## config.mk

```make
export PLATFORM = sky130hd
export DESIGN_NAME = fwc_ctrl
export DESIGN_NICKNAME = d
export VERILOG_FILES = /design/src/hdl/fwc_prot_mem.v /design/src/hdl/fwc_ctrl.v
export VERILOG_INCLUDE_DIRS = /design/src /design/src/hdl
export SDC_FILE = /design/constraint.sdc
export NUM_CORES = 1
export LEC_CHECK = 0
export BUFFER_PORTS_ARGS = -buffer_cell sky130_fd_sc_hd__buf_4
export CAP_MARGIN = 20
export CORE_MARGIN = 5
export CORE_UTILIZATION = 50
export CTS_BUF_LIST = sky130_fd_sc_hd__clkbuf_2
export CTS_CLUSTER_SIZE = 8
export DETAILED_ROUTE_END_ITERATION = 7
export GPL_ROUTABILITY_DRIVEN = 0
export PLACE_DENSITY = 0.67
export SLEW_MARGIN = 20
export SYNTH_ARGS = -nofsm -noshare
export SYNTH_HDL_FRONTEND = slang
export SYNTH_SLANG_ARGS = --single-unit
```

## constraint.sdc

```tcl
create_clock -name pclk -period 12.7 [get_ports pclk]
set_clock_uncertainty 0.2 [all_clocks]
set_input_delay 1.905 -clock pclk [delete_from_list [all_inputs] [get_ports pclk]]
set_output_delay 1.905 -clock pclk [all_outputs]
set_load 0.01 [all_outputs]
```

## src/hdl/fwc_regs.vh

```
`ifndef FWC_REGS_VH
`define FWC_REGS_VH
// Register byte addresses, one aligned word each
`define FWC_A_CTRL_LOW      12'h000
`define FWC_A_CTRL_HIGH     12'h004
`define FWC_A_SECT_LOW      12'h008
`define FWC_A_SECT_HIGH     12'h00C
`define FWC_A_ADDR_LOW      12'h010
`define FWC_A_ADDR_HIGH     12'h014
`define FWC_A_WD0_LOW       12'h018
`define FWC_A_WD0_HIGH      12'h01C
`define FWC_A_WD1_LOW       12'h020
`define FWC_A_WD1_HIGH      12'h024
`define FWC_A_ERROR         12'h028
`define FWC_A_STATUS        12'h02C
`define FWC_A_PROT_BASE     12'h030
// Control high bit positions
`define FWC_B_START         15
`define FWC_B_SUSPEND       14
`define FWC_B_WPROG         13
`define FWC_B_DWPROG        12
`define FWC_B_SERASE        11
`define FWC_B_SETPROT       8
`define FWC_B_MODSEL        7
// Error register bits
`define FWC_E_RESUME        0
`define FWC_E_LIMIT         1
// Protection register addresses seen through the target address
`define FWC_PROT_AHIGH      16'h000E
`define FWC_PROT_WPROT      16'hDFB4
`define FWC_PROT_ACCESS     16'hDFB8
`define FWC_PROT_PERM       16'hDFBC
`define FWC_ADDR_BIT_TWO    2
// Protection store
`define FWC_NV_WPROT        2'h0
`define FWC_NV_ACCESS       2'h1
`define FWC_NV_DISABLE      2'h2
`define FWC_NV_REENABLE     2'h3
`define FWC_NV_ERASED       16'hFFFF
`define FWC_PERM_MAX        5'h10
// Flash cycle times in ns and counts at 100 MHz
`define FWC_CLK_NS          10
`define FWC_PROG_NS         400
`define FWC_ERASE_NS        2000
`define FWC_PROG_CYC        (`FWC_PROG_NS / `FWC_CLK_NS)
`define FWC_ERASE_CYC       (`FWC_ERASE_NS / `FWC_CLK_NS)
`endif

```

## src/hdl/fwc_prot_mem.v

```verilog
`timescale 1ns/1ps
`default_nettype none
`include "fwc_regs.vh"
// Small non-volatile protection store, registered read
module fwc_prot_mem (
   input  wire        pclk,
   input  wire        presetn,
   input  wire        wr_en,
   input  wire [1:0]  wr_idx,
   input  wire [15:0] wr_data,
   input  wire [1:0]  rd_idx,
   output reg  [15:0] rd_data
);
   reg [15:0] mem_q [0:3];
   integer    i;

   // Erased at power-up, contents kept through reset
   initial begin
      for (i = 0; i < 4; i = i + 1) begin
         mem_q[i] = `FWC_NV_ERASED;
      end
   end

   // Programming only clears bits
   always @(posedge pclk) begin
      if (wr_en) begin
         mem_q[wr_idx] <= mem_q[wr_idx] & wr_data;
      end
   end

   // Registered read port
   always @(posedge pclk or negedge presetn) begin
      if (!presetn) begin
         rd_data <= `FWC_NV_ERASED;
      end else begin
         rd_data <= mem_q[rd_idx];
      end
   end
endmodule // fwc_prot_mem
`default_nettype wire

```

## src/hdl/fwc_ctrl.v

```verilog
// Operation
// - Select op in control high, load address/data or sectors, then start.
// - Module select bit chooses primary or extension flash for the operation.
// - Start bit, bit 15 of control high, launches the selected operation.
// - Clearing the selection bit before start cancels the pending operation.
// - Word program writes data 0 at the low/high target address.
// - Double word program writes data 0 and 1 at consecutive words.
// - Double word program ignores address bit two, even-word aligned.
// - Sector erase erases sectors marked in the sector select halves; the code never drives the halves to the flash ports.
// - Suspend bit suspends a running word, double word or erase.
// - Sector select halves read zero once the erase has completed.
// - Resume without original selection aborts and sets resume error flag.
// - Program during erase suspend needs suspend and erase bits low.
// - Program running inside an erase suspend cannot be suspended.
// - Set protection programs addressed protection register from data 0.
// - Write protection register at 0xDFB4 high 0x000E, zeros protect.
// - Write 0xFFFC at 0xDFB8 enables access and debug protection.
// - At 0xDFBC low half clears disable bit, high half re-enable bit.
// - Permanent disable and re-enable limited to 16 cycles in total.
// - Temporary unprotection returns to programmed state on reset.
`timescale 1ns/1ps
`default_nettype none
`include "fwc_regs.vh"
module fwc_ctrl (
   input  wire        pclk,
   input  wire        presetn,
   input  wire        psel,
   input  wire        penable,
   input  wire        pwrite,
   input  wire [11:0] paddr,
   input  wire [31:0] pwdata,
   output reg  [31:0] prdata,
   output wire        pready,
   output wire        pslverr,
   output reg         flash_busy,
   output reg         flash_wr_en,
   output reg         flash_erase_en,
   output reg         flash_ext_sel,
   output reg  [31:0] flash_addr,
   output reg  [31:0] flash_wdata
);
   localparam ST_IDLE  = 3'h0;
   localparam ST_PROG  = 3'h1;
   localparam ST_PROG2 = 3'h2;
   localparam ST_ERASE = 3'h3;
   localparam ST_SUSPEND_BIT  = 3'h4;
   localparam ST_PROT  = 3'h5;

   localparam [15:0] PROG_CYC  = `FWC_PROG_CYC;
   localparam [15:0] ERASE_CYC = `FWC_ERASE_CYC;

   reg [15:0] ctrl_lo_q;
   reg [15:0] ctrl_zero_high_q;
   reg [15:0] sector_select_low_q;
   reg [15:0] sector_select_high_q;
   reg [15:0] target_addr_low_q;
   reg [15:0] target_addr_high_q;
   reg [15:0] wdata0_low_q;
   reg [15:0] wdata0_high_q;
   reg [15:0] wdata1_low_q;
   reg [15:0] wdata1_high_q;
   reg [1:0]  error_reg_q;
   reg [2:0]  state_q;
   reg [15:0] cnt_q;
   reg        nested_q;    // Program running inside erase suspend
   reg        suspend_bit_kind_q; // Suspended op was erase
   reg [2:0]  suspend_bit_ret_q;
   reg [15:0] suspend_bit_cnt_q;      // Remaining count of the suspended op
   reg [4:0]  perm_cnt_q;      // Permanent actions, kept over reset
   reg [15:0] nv_wprot_q;      // Programmed protection, kept over reset
   reg [15:0] nv_access_q;
   reg [15:0] unprot_wprot_q;  // Last written protection, lost on reset
   reg [15:0] unprot_access_q;

   wire        wr_acc = psel & penable & pwrite;
   wire        rd_acc = psel & penable & ~pwrite;
   wire [15:0] wr_val = pwdata[15:0];
   wire        mapped = (paddr[1:0] == 2'b00) &&
                        (paddr <= (`FWC_A_PROT_BASE + 12'h00C));
   wire        wr_ctrl_hi = wr_acc && (paddr == `FWC_A_CTRL_HIGH);

   wire [15:0] nv_rd;
   reg         nv_wr_en;
   reg  [1:0]  nv_wr_idx;
   reg  [15:0] nv_wr_data;

   // APB always answers in the access cycle
   assign pready  = 1'b1;
   assign pslverr = psel & penable & ~mapped;

   // Map a target address onto the protection store index
   function [2:0] prot_decode;
      input [15:0] alo;
      input [15:0] ahi;
      input [15:0] d0l;
      begin
         prot_decode = 3'b000;
         if (ahi == `FWC_PROT_AHIGH) begin
            if (alo == `FWC_PROT_WPROT)
               prot_decode = {1'b1, `FWC_NV_WPROT};
            else if (alo == `FWC_PROT_ACCESS)
               prot_decode = {1'b1, `FWC_NV_ACCESS};
            else if (alo == `FWC_PROT_PERM)
               prot_decode = (d0l != `FWC_NV_ERASED) ?
                             {1'b1, `FWC_NV_DISABLE} :
                             {1'b1, `FWC_NV_REENABLE};
         end
      end
   endfunction

   wire [2:0] prot_hit = prot_decode(target_addr_low_q, target_addr_high_q,
                                     wdata0_low_q);
   wire       prot_perm = prot_hit[2] &&
                          (prot_hit[1:0] == `FWC_NV_DISABLE ||
                           prot_hit[1:0] == `FWC_NV_REENABLE);

   // Protection write data: low half or high half of data 0
   always @* begin
      nv_wr_en   = 1'b0;
      nv_wr_idx  = prot_hit[1:0];
      nv_wr_data = wdata0_low_q;
      if (state_q == ST_PROT && cnt_q == 16'h0001 && prot_hit[2] &&
          !(prot_perm && perm_cnt_q >= `FWC_PERM_MAX)) begin
         nv_wr_en = 1'b1;
         if (prot_hit[1:0] == `FWC_NV_REENABLE)
            nv_wr_data = wdata0_high_q;
      end
   end

   fwc_prot_mem u_nv (
      .pclk    (pclk),
      .presetn (presetn),
      .wr_en   (nv_wr_en),
      .wr_idx  (nv_wr_idx),
      .wr_data (nv_wr_data),
      .rd_idx  (paddr[3:2]),
      .rd_data (nv_rd)
   );

   // Sequencer and register file
   always @(posedge pclk or negedge presetn) begin
      if (!presetn) begin
         ctrl_lo_q            <= 16'h0000;
         ctrl_zero_high_q     <= 16'h0000;
         sector_select_low_q  <= 16'h0000;
         sector_select_high_q <= 16'h0000;
         target_addr_low_q    <= 16'h0000;
         target_addr_high_q   <= 16'h0000;
         wdata0_low_q         <= 16'h0000;
         wdata0_high_q        <= 16'h0000;
         wdata1_low_q         <= 16'h0000;
         wdata1_high_q        <= 16'h0000;
         error_reg_q          <= 2'b00;
         state_q              <= ST_IDLE;
         cnt_q                <= 16'h0000;
         nested_q             <= 1'b0;
         suspend_bit_kind_q          <= 1'b0;
         suspend_bit_ret_q           <= ST_IDLE;
         suspend_bit_cnt_q           <= 16'h0000;
         unprot_wprot_q       <= 16'h0000;
         unprot_access_q      <= 16'h0000;
      end else begin
         // Software writes to plain registers
         if (wr_acc) begin
            case (paddr)
               `FWC_A_CTRL_LOW:  ctrl_lo_q <= wr_val;
               `FWC_A_SECT_LOW:  sector_select_low_q <= wr_val;
               `FWC_A_SECT_HIGH: sector_select_high_q <= wr_val;
               `FWC_A_ADDR_LOW:  target_addr_low_q <= wr_val;
               `FWC_A_ADDR_HIGH: target_addr_high_q <= wr_val;
               `FWC_A_WD0_LOW:   wdata0_low_q <= wr_val;
               `FWC_A_WD0_HIGH:  wdata0_high_q <= wr_val;
               `FWC_A_WD1_LOW:   wdata1_low_q <= wr_val;
               `FWC_A_WD1_HIGH:  wdata1_high_q <= wr_val;
               `FWC_A_ERROR:     error_reg_q <= error_reg_q & ~wr_val[1:0];
               default: ;
            endcase
         end
         // Control high: selection, module and start bits
         if (wr_ctrl_hi)
            ctrl_zero_high_q <= wr_val;
         if (cnt_q != 16'h0000)
            cnt_q <= cnt_q - 16'h0001;

         case (state_q)
            ST_IDLE: begin
               if (ctrl_zero_high_q[`FWC_B_START]) begin
                  if (ctrl_zero_high_q[`FWC_B_WPROG]) begin
                     state_q <= ST_PROG;
                     cnt_q   <= PROG_CYC;
                  end else if (ctrl_zero_high_q[`FWC_B_DWPROG]) begin
                     state_q <= ST_PROG;
                     cnt_q   <= PROG_CYC;
                  end else if (ctrl_zero_high_q[`FWC_B_SERASE]) begin
                     state_q <= ST_ERASE;
                     cnt_q   <= ERASE_CYC;
                  end else if (ctrl_zero_high_q[`FWC_B_SETPROT]) begin
                     state_q <= ST_PROT;
                     cnt_q   <= PROG_CYC;
                  end else begin
                     ctrl_zero_high_q[`FWC_B_START] <= 1'b0;
                  end
               end
            end
            ST_PROG, ST_PROG2: begin
               // Suspend only if not nested in erase suspend
               if (ctrl_zero_high_q[`FWC_B_SUSPEND] && !nested_q) begin
                  suspend_bit_ret_q  <= state_q;
                  suspend_bit_cnt_q  <= cnt_q;
                  suspend_bit_kind_q <= 1'b0;
                  state_q     <= ST_SUSPEND_BIT;
                  ctrl_zero_high_q[`FWC_B_START] <= 1'b0;
               end else if (cnt_q == 16'h0000) begin
                  if (state_q == ST_PROG &&
                      ctrl_zero_high_q[`FWC_B_DWPROG]) begin
                     state_q <= ST_PROG2;
                     cnt_q   <= PROG_CYC;
                  end else begin
                     state_q <= nested_q ? ST_SUSPEND_BIT : ST_IDLE;
                     nested_q <= 1'b0;
                     ctrl_zero_high_q[`FWC_B_START]  <= 1'b0;
                     ctrl_zero_high_q[`FWC_B_WPROG]  <= 1'b0;
                     ctrl_zero_high_q[`FWC_B_DWPROG] <= 1'b0;
                  end
               end
            end
            ST_ERASE: begin
               if (ctrl_zero_high_q[`FWC_B_SUSPEND]) begin
                  suspend_bit_kind_q <= 1'b1;
                  suspend_bit_ret_q  <= ST_ERASE;
                  suspend_bit_cnt_q  <= cnt_q;
                  state_q     <= ST_SUSPEND_BIT;
                  ctrl_zero_high_q[`FWC_B_START] <= 1'b0;
               end else if (cnt_q == 16'h0000) begin
                  sector_select_low_q  <= 16'h0000;
                  sector_select_high_q <= 16'h0000;
                  state_q <= ST_IDLE;
                  ctrl_zero_high_q[`FWC_B_START]  <= 1'b0;
                  ctrl_zero_high_q[`FWC_B_SERASE] <= 1'b0;
               end
            end
            ST_SUSPEND_BIT: begin
               if (ctrl_zero_high_q[`FWC_B_START] &&
                   !ctrl_zero_high_q[`FWC_B_SUSPEND]) begin
                  if (suspend_bit_kind_q && !ctrl_zero_high_q[`FWC_B_SERASE] &&
                      (ctrl_zero_high_q[`FWC_B_WPROG] ||
                       ctrl_zero_high_q[`FWC_B_DWPROG])) begin
                     nested_q <= 1'b1;
                     state_q  <= ST_PROG;
                     cnt_q    <= PROG_CYC;
                  end else if ((suspend_bit_kind_q &&
                                ctrl_zero_high_q[`FWC_B_SERASE]) ||
                               (!suspend_bit_kind_q &&
                                (ctrl_zero_high_q[`FWC_B_WPROG] ||
                                 ctrl_zero_high_q[`FWC_B_DWPROG]))) begin
                     state_q <= suspend_bit_ret_q;
                     cnt_q   <= suspend_bit_cnt_q;
                  end else begin
                     error_reg_q[`FWC_E_RESUME] <= 1'b1;
                     state_q <= ST_IDLE;
                     ctrl_zero_high_q <= 16'h0000;
                  end
               end
            end
            ST_PROT: begin
               if (cnt_q == 16'h0000) begin
                  state_q <= ST_IDLE;
                  ctrl_zero_high_q[`FWC_B_START]   <= 1'b0;
                  ctrl_zero_high_q[`FWC_B_SETPROT] <= 1'b0;
               end
               if (nv_wr_en) begin
                  if (prot_hit[1:0] == `FWC_NV_WPROT)
                     unprot_wprot_q <= wdata0_low_q;
                  if (prot_hit[1:0] == `FWC_NV_ACCESS)
                     unprot_access_q <= wdata0_low_q;
               end else if (cnt_q == 16'h0001 && prot_perm) begin
                  error_reg_q[`FWC_E_LIMIT] <= 1'b1;
               end
            end
            default: state_q <= ST_IDLE;
         endcase
      end
   end

   // Programmed protection and permanent action count survive reset
   initial begin
      nv_wprot_q  = `FWC_NV_ERASED;
      nv_access_q = `FWC_NV_ERASED;
      perm_cnt_q  = 5'h00;
   end

   // Mirror of store programming, only clears bits
   always @(posedge pclk) begin
      if (nv_wr_en) begin
         if (prot_perm)
            perm_cnt_q <= perm_cnt_q + 5'h01;
         if (prot_hit[1:0] == `FWC_NV_WPROT)
            nv_wprot_q <= nv_wprot_q & wdata0_low_q;
         if (prot_hit[1:0] == `FWC_NV_ACCESS)
            nv_access_q <= nv_access_q & wdata0_low_q;
      end
   end

   // Flash array drive
   always @(posedge pclk or negedge presetn) begin
      if (!presetn) begin
         flash_busy     <= 1'b0;
         flash_wr_en    <= 1'b0;
         flash_erase_en <= 1'b0;
         flash_ext_sel  <= 1'b0;
         flash_addr     <= 32'h0000_0000;
         flash_wdata    <= 32'h0000_0000;
      end else begin
         flash_busy     <= (state_q != ST_IDLE) && (state_q != ST_SUSPEND_BIT);
         flash_wr_en    <= (state_q == ST_PROG) || (state_q == ST_PROG2);
         flash_erase_en <= (state_q == ST_ERASE);
         flash_ext_sel  <= ~ctrl_zero_high_q[`FWC_B_MODSEL];
         flash_addr     <= {target_addr_high_q, target_addr_low_q};
         flash_wdata    <= {wdata0_high_q, wdata0_low_q};
         if (ctrl_zero_high_q[`FWC_B_DWPROG]) begin
            flash_addr[`FWC_ADDR_BIT_TWO] <= (state_q == ST_PROG2);
            if (state_q == ST_PROG2)
               flash_wdata <= {wdata1_high_q, wdata1_low_q};
         end
      end
   end

   // Read mux
   always @* begin
      prdata = 32'h0000_0000;
      if (rd_acc) begin
         case (paddr)
            `FWC_A_CTRL_LOW:  prdata[15:0] = ctrl_lo_q;
            `FWC_A_CTRL_HIGH: prdata[15:0] = ctrl_zero_high_q;
            `FWC_A_SECT_LOW:  prdata[15:0] = sector_select_low_q;
            `FWC_A_SECT_HIGH: prdata[15:0] = sector_select_high_q;
            `FWC_A_ADDR_LOW:  prdata[15:0] = target_addr_low_q;
            `FWC_A_ADDR_HIGH: prdata[15:0] = target_addr_high_q;
            `FWC_A_WD0_LOW:   prdata[15:0] = wdata0_low_q;
            `FWC_A_WD0_HIGH:  prdata[15:0] = wdata0_high_q;
            `FWC_A_WD1_LOW:   prdata[15:0] = wdata1_low_q;
            `FWC_A_WD1_HIGH:  prdata[15:0] = wdata1_high_q;
            `FWC_A_ERROR:     prdata[1:0]  = error_reg_q;
            `FWC_A_STATUS:    prdata = {nv_access_q | unprot_access_q,
                                        nv_wprot_q[15:8] |
                                        unprot_wprot_q[15:8],
                                        perm_cnt_q, state_q};
            default: begin
               if (mapped && paddr >= `FWC_A_PROT_BASE)
                  prdata[15:0] = nv_rd;
            end
         endcase
      end
   end
endmodule // fwc_ctrl
`default_nettype wire

```

==> results of run 1 <==
-- final cells by class --
type                    count  area share
diodes                      3    0.000360
clock buffers             147      0.0353
clock inverters            41     0.00942
inverters                  21     0.00378
multi-input cells        1025       0.358
flip-flops and latches    403       0.507
well taps                 468      0.0281
repair buffers            161      0.0587
-- critical path: stages --
cell and delay [ps]:
buf_4 120, nor4_2 690, nand2_1 360, nor2_1 980, o21ai_0 420, a21oi_1 340
buf_4 180
-- worst min-delay path by stage --
stage / slack, ps / depth (start not counted) / to
after floorplan: 180 / 0 / flash_addr[17]
after global placement: 240 / 0 / flash_addr[22]
after detailed placement: 240 / 0 / flash_addr[22]
after CTS: 240 / 2 / cnt_q[8]
after global routing: 260 / 0 / flash_addr[8]
final: 240 / 2 / cnt_q[8]
-- power breakdown --
part           internal [mW]  total (mW)  switching (mW)  leakage (nW)
registers               1.35        1.40          0.0502          4.92
logic                  0.114       0.325           0.211          3.57
clock network          0.334       0.873           0.539         0.698
total                   1.80        2.60           0.800          9.19
-- synthesized netlist by cell type, drive strengths merged, types with 7 or more instances --
cell type and instances:
dfrtp 294, nand2 203, mux2 193, clkbuf 95, a21oi 94, edfxtp 93
o21ai 56, nor2 38, a22oi 34, and2 32, nor3 31, nand3 30
nor2b 22, a31oi 21, inv 21, o21a 18, o22ai 17, o41ai 17
dfstp 16, mux4 16, and3 15, buf 14, nor4 13, nand4 12
a41oi 11, xnor2 11, a221oi 10, or4 10, a311o 9, a2111oi 7
and4 7
-- kinds of logic after synthesis --
| kind of cell | after synthesis |
|---|---|
| xor+xnor | 13 |
| buf+inv | 130 |
| flops | 403 |
| simple gates | 450 |
| fa+ha+maj | 3 |
| mux | 212 |
| compound gates | 346 |
| other cells | 1 |
-- routing by layer --
metal  track usage  routed length, microns
met5             0                       0
met4         0.124                    2620
met3        0.0789                    6370
met2         0.433                   26800
met1         0.384                   23300
-- through the flow --
stage	worst slack (ps)	total power, mW	hold slack, ps	area [sq um]	utilization
after CTS	5780	2.62	245	20800	0.569
after global routing	5550	2.73	261	20900	0.570
after detailed placement	5800	1.75	241	19900	0.544
final	5600	2.60	237	20900	0.570
after global placement	5790	1.74	243	19900	0.544
after floorplan	6730	1.62	178	18500	-
==> results.yml, run 1 <==
status:
  status: "completed"
drt:
  wl_per_cell_microns: 26.1
  drt-initial-drc-count: 1799
  drtAntennaViolNets: 0
  routed_wl_microns: 59100
  drc: 0
  firstDrtPassIters: 6
  route.vias.total: 14500
  vias_per_cell: 6.37
sta:
  hold_viol_final: 0
  rsz0062_at_grt: "no"
  relSlewSlack: 0.208
  max_freq_mhz: 141
  setup_viol: 0
  finalCritPeriodShare: 0.559
  report.final.slew_viol_count: 0
  tightestPinTransition_ps: 1180
  finalCriticalPeriod_ps: 7100
  finalSetupTns_ps: 0
place:
  dp_cells: 2077
  io_buffers: 133
  place_hpwl_microns: 39000
synth:
  ys.flop_type: "dfrtp_1"
  synth_cell_types: 81
  synth_xor_area_frac: 0.00615
  synth.net_count: 1610
  synth-edff-count: 93
  avgSynthCellArea_sq_um: 11.9
  synth_compound_area_frac: 0.124
  synth_area_leaders: "dfrtp_1, edfxtp_1, mux2_2"
  netlist_area_sq_mm: 0.0185
  yosys.area.top_type: "dfrtp_1"
  synthMuxAreaShare: 0.141
  synth_cells: 1558
  synth-adder-area-share: 0.00203
  synth_top_family_by_area: "multiplexers"
  synthArstFlopShare: 0.769
  synthSimpleGateAreaFrac: 0.127
  synth_top_area_share: 0.398
  ys_seq_elements: 403
  ys_seq_area_frac: 0.571
  yosys_warnings: 0
die:
  initial_utilization: 0.505
  dieHeight_microns: 202
  top_level_ports: 151
  die_w_microns: 202
  core-area_sq_mm: 0.0366
  rows: 70
  dieArea_sq_mm: 0.0409
clock_tree:
  cts_hold_buf: 0
  post_cts_buffers: 0
  cts-buffers-inserted: 100
  path_clk_slew_ps: 100
  clk_latency_ps: 1090
  cts_root_buffer: "clkbuf_2"
  cts_tree: "built"
  ctsHtreeMaxLevel: 3
  cts_sinks: 403
  clockBufferDepth: 3
  cts_resized: 0
global_routing:
  grt_pass1_wl_microns: 88800
  grt_max_degree: 116
  grt_pass1_vias: 14200
  track_usage: 0.284
  grt-ovfl-total: 0
  antenna_found_initial: 3
critical_path:
  required_ps: 10600
  r2r-start: "cnt_q[0]"
  crit_path_start: "paddr[7]"
  critical_path_arrival_ps: 4990
  path_class: "input pin to primary output"
  crit_path_end: "prdata[14]"
  reg2reg_to: "ctrl_zero_high_q[11]"
  r2r_slack_ps: 8830
  r2r_cells: 8
  worstPathMaxFanout: 15
  worstSetupEndpointType: "primary output"
  cp-start-kind: "input pin"
layout:
  fin_nets: 1764
  final_common_cell: "dfrtp_1"
  multi_input_area_sq_mm: 0.00747
  fillCellCount: 3112
  largest-register: "u_nv.mem_q"
  mostFrequentLayoutCells: "dfrtp_1, nand2_1, mux2_2, buf_4, clkbuf_2"
  final_cells: 2269
  seqCellArea_sq_mm: 0.0106
  drive_above_1_share: 0.321
  largest_reg_flops: 64
  largestRegisters: "u_nv.mem_q: 64 flops, flash_addr: 32 flops, flash_wdata: 32 flops"
  syn2layout_area_growth_pct: 12.8
job:
  drv_cap: 0
min_path:
  hp-start: "suspend_bit_cnt_q[8]"
  hold_path_class: "register to register"
power:
  p_leak_nw: 9.19
  powerDensity_mw_per_mm2: 125
  ir_drop_mv: 0.0692
Note: power is estimated with default switching activity, not from simulation.
==> run 2, diff against run 1 <==
--- a/config.mk
+++ b/config.mk
@@ -14,7 +14,7 @@
 export CTS_CLUSTER_SIZE = 8
 export DETAILED_ROUTE_END_ITERATION = 7
 export GPL_ROUTABILITY_DRIVEN = 0
-export PLACE_DENSITY = 0.67
+export PLACE_DENSITY = 0.7
 export SLEW_MARGIN = 20
 export SYNTH_ARGS = -nofsm -noshare
 export SYNTH_HDL_FRONTEND = slang
==> constraint.sdc (replaced) <==
create_clock -name pclk -period 6.3 [get_ports pclk]
set_clock_uncertainty 0.2 [all_clocks]
set_input_delay 0.945 -clock pclk [delete_from_list [all_inputs] [get_ports pclk]]
set_output_delay 0.945 -clock pclk [all_outputs]
set_load 0.01 [all_outputs]
==> run 2 against run 1 <==
Compared with the run above:
- utilization increased by 0.33 points
- wire length about the same
- hold slack got worse by 180 ps
- via count increased by 1.7%
- cell area increased by 0.58%
- die area unchanged
- count of clock-buffer cells in the layout decreased by 3
- total power increased by 100%
- critical endpoint is now prdata[5]
- largest cell class unchanged
- highest routed layer unchanged
==> results.yml, run 2 (synthesis gave the netlist of run 1 again) <==
clock_tree:
  cts_tree: "built"
  cts-buffers-inserted: 100
  clockBufferDepth: 3
  ctsHtreeMaxLevel: 3
  cts_root_buffer: "clkbuf_2"
  cts_resized: 0
  post_cts_buffers: 0
  clk_latency_ps: 1030
  cts_sinks: 403
  cts_hold_buf: 9
  path_clk_slew_ps: 110
critical_path:
  critical_path_arrival_ps: 3860
  critPathBufInv: 3
  critical-path-max-stage-delay_ps: 730
  r2r_cells: 8
  reg2reg_to: "ctrl_zero_high_q[11]"
  cp-start-kind: "input pin"
  cpLargestDelayFamily: "simple AND/OR/NAND/NOR gates"
  critPathMostFrequentCell: "buf_4"
  worstSetupEndpointType: "primary output"
  worstPathMaxFanout: 33
  r2r-start: "cnt_q[0]"
  r2r_slack_ps: 2470
  crit_slowest_cell: "or4b_2"
  path_class: "input pin to primary output"
  required_ps: 5150
  cp_cell_sequence: "buf_4 -> or4b_2 -> nor3_1 -> buf_4 -> a22oi_1 -> o21ai_0 -> o221a_2 -> buf_4"
global_routing:
  grt_pass1_wl_microns: 89300
  antenna_found_initial: 1
  grt_max_degree: 107
  grt-ovfl-total: 0
  grt_pass1_vias: 14700
  track_usage: 0.284
sta:
  timing.final.ws_setup_ps: 1290
  tightestPinTransition_ps: 1130
  hold_viol_final: 0
  rsz0062_at_grt: "no"
  setup_viol: 0
  max_freq_mhz: 200
  relSlewSlack: 0.246
  finalCriticalPeriod_ps: 5010
  report.final.slew_viol_count: 0
  finalCritPeriodShare: 0.795
  finalSetupTns_ps: 0
layout:
  final_common_cell: "dfrtp_1"
  drive_above_1_share: 0.323
  fillCellCount: 3064
  multi_input_area_sq_mm: 0.00747
  largestRegisters: "u_nv.mem_q: 64 flops, flash_addr: 32 flops, flash_wdata: 32 flops"
  fin_nets: 1781
  largest_reg_flops: 64
  seqCellArea_sq_mm: 0.0106
  mostFrequentLayoutCells: "dfrtp_1, nand2_1, mux2_2, buf_4, clkbuf_2"
  syn2layout_area_growth_pct: 13.4
  largest-register: "u_nv.mem_q"
job:
  drv_cap: 0
place:
  place_hpwl_microns: 39500
  io_buffers: 133
  preCtsSetupSlack_ps: 1450
die:
  initial_utilization: 0.505
  top_level_ports: 151
  die_w_microns: 202
  core-area_sq_mm: 0.0366
  rows: 70
  dieArea_sq_mm: 0.0409
  dieHeight_microns: 202
power:
  powerDensity_mw_per_mm2: 249
  p_leak_nw: 9.27
  ir_drop_mv: 0.168
min_path:
  holdPathEnd: "sector_select_low_q[10]"
  hold_path_class: "input pin to register"
  hp-start: "pwdata[10]"
  hold_path_depth: 3
drt:
  routed_wl_microns: 59100
  route.vias.total: 14700
  drt-initial-drc-count: 1587
  vias_per_cell: 6.45
  drc: 0
  drtAntennaViolNets: 0
  firstDrtPassIters: 6
  wl_per_cell_microns: 25.9
status:
  status: "completed"
-- run 2: cell count changes in the layout (fill, tap and decap cells not counted), sizes merged --
cell / previous run / this run
clkinvlp: 1 / 0
diode: 3 / 2
inv: 22 / 25
dlygate4sd3: 0 / 9
clkinv: 38 / 34
clkbuf: 147 / 144
buf: 161 / 169
-- run 2: worst max path at each step --
stage                         startpoint        endpoint  slack [ps]  cells after the start
global placement                paddr[2]       prdata[5]        1430                      8
CTS                             paddr[2]       prdata[5]        1440                      8
detailed placement              paddr[2]       prdata[5]        1450                      8
floorplan           target_addr_low_q[6]  nv_access_q[0]        1350                      4
global route                    paddr[2]      prdata[11]        1250                      8
finish                          paddr[2]       prdata[5]        1290                      8
-- run 2: metrics by stage --
stage | util | total power, mW | instances | cell area, sq um | hold WS [ps]
CTS | 0.573 | 5.25 | 2278 | 21000 | 6.90
global route | 0.573 | 5.48 | 2279 | 21000 | 20.3
floorplan | - | 3.27 | 1558 | 18500 | 178
finish | 0.573 | 5.22 | 2280 | 21000 | 57.7
global placement | 0.546 | 3.51 | 2086 | 20000 | 246
detailed placement | 0.546 | 3.52 | 2086 | 20000 | 249
-- run 2: layout make-up --
type | instances | share of cell area
tap | 468 | 0.0279
sequential | 403 | 0.504
timing repair buffer | 178 | 0.0657
clock buffer | 144 | 0.0343
inverter | 21 | 0.00376
clock inverter | 39 | 0.00853
multi-input combinational | 1025 | 0.356
antenna | 2 | 0.000239
-- run 2: routing by layer --
layer  wire [microns]  vias up  track usage
met5                0        -            0
met4             3110        0        0.144
met3             7040      222       0.0862
met2            26500     1032        0.430
met1            22400     7255        0.373
li1                 -     6202            -
-- run 2: worst min-delay path: stages --
cell and delay (ps):
buf_4 170, nand2_1 70, a21oi_1 50
-- run 2: where the power goes --
part           internal (mW)  switching (mW)  total, mW
Clock                  0.659            1.08       1.73
Combinational          0.234           0.428      0.662
Sequential              2.72          0.0994       2.82
Total                   3.61            1.60       5.22
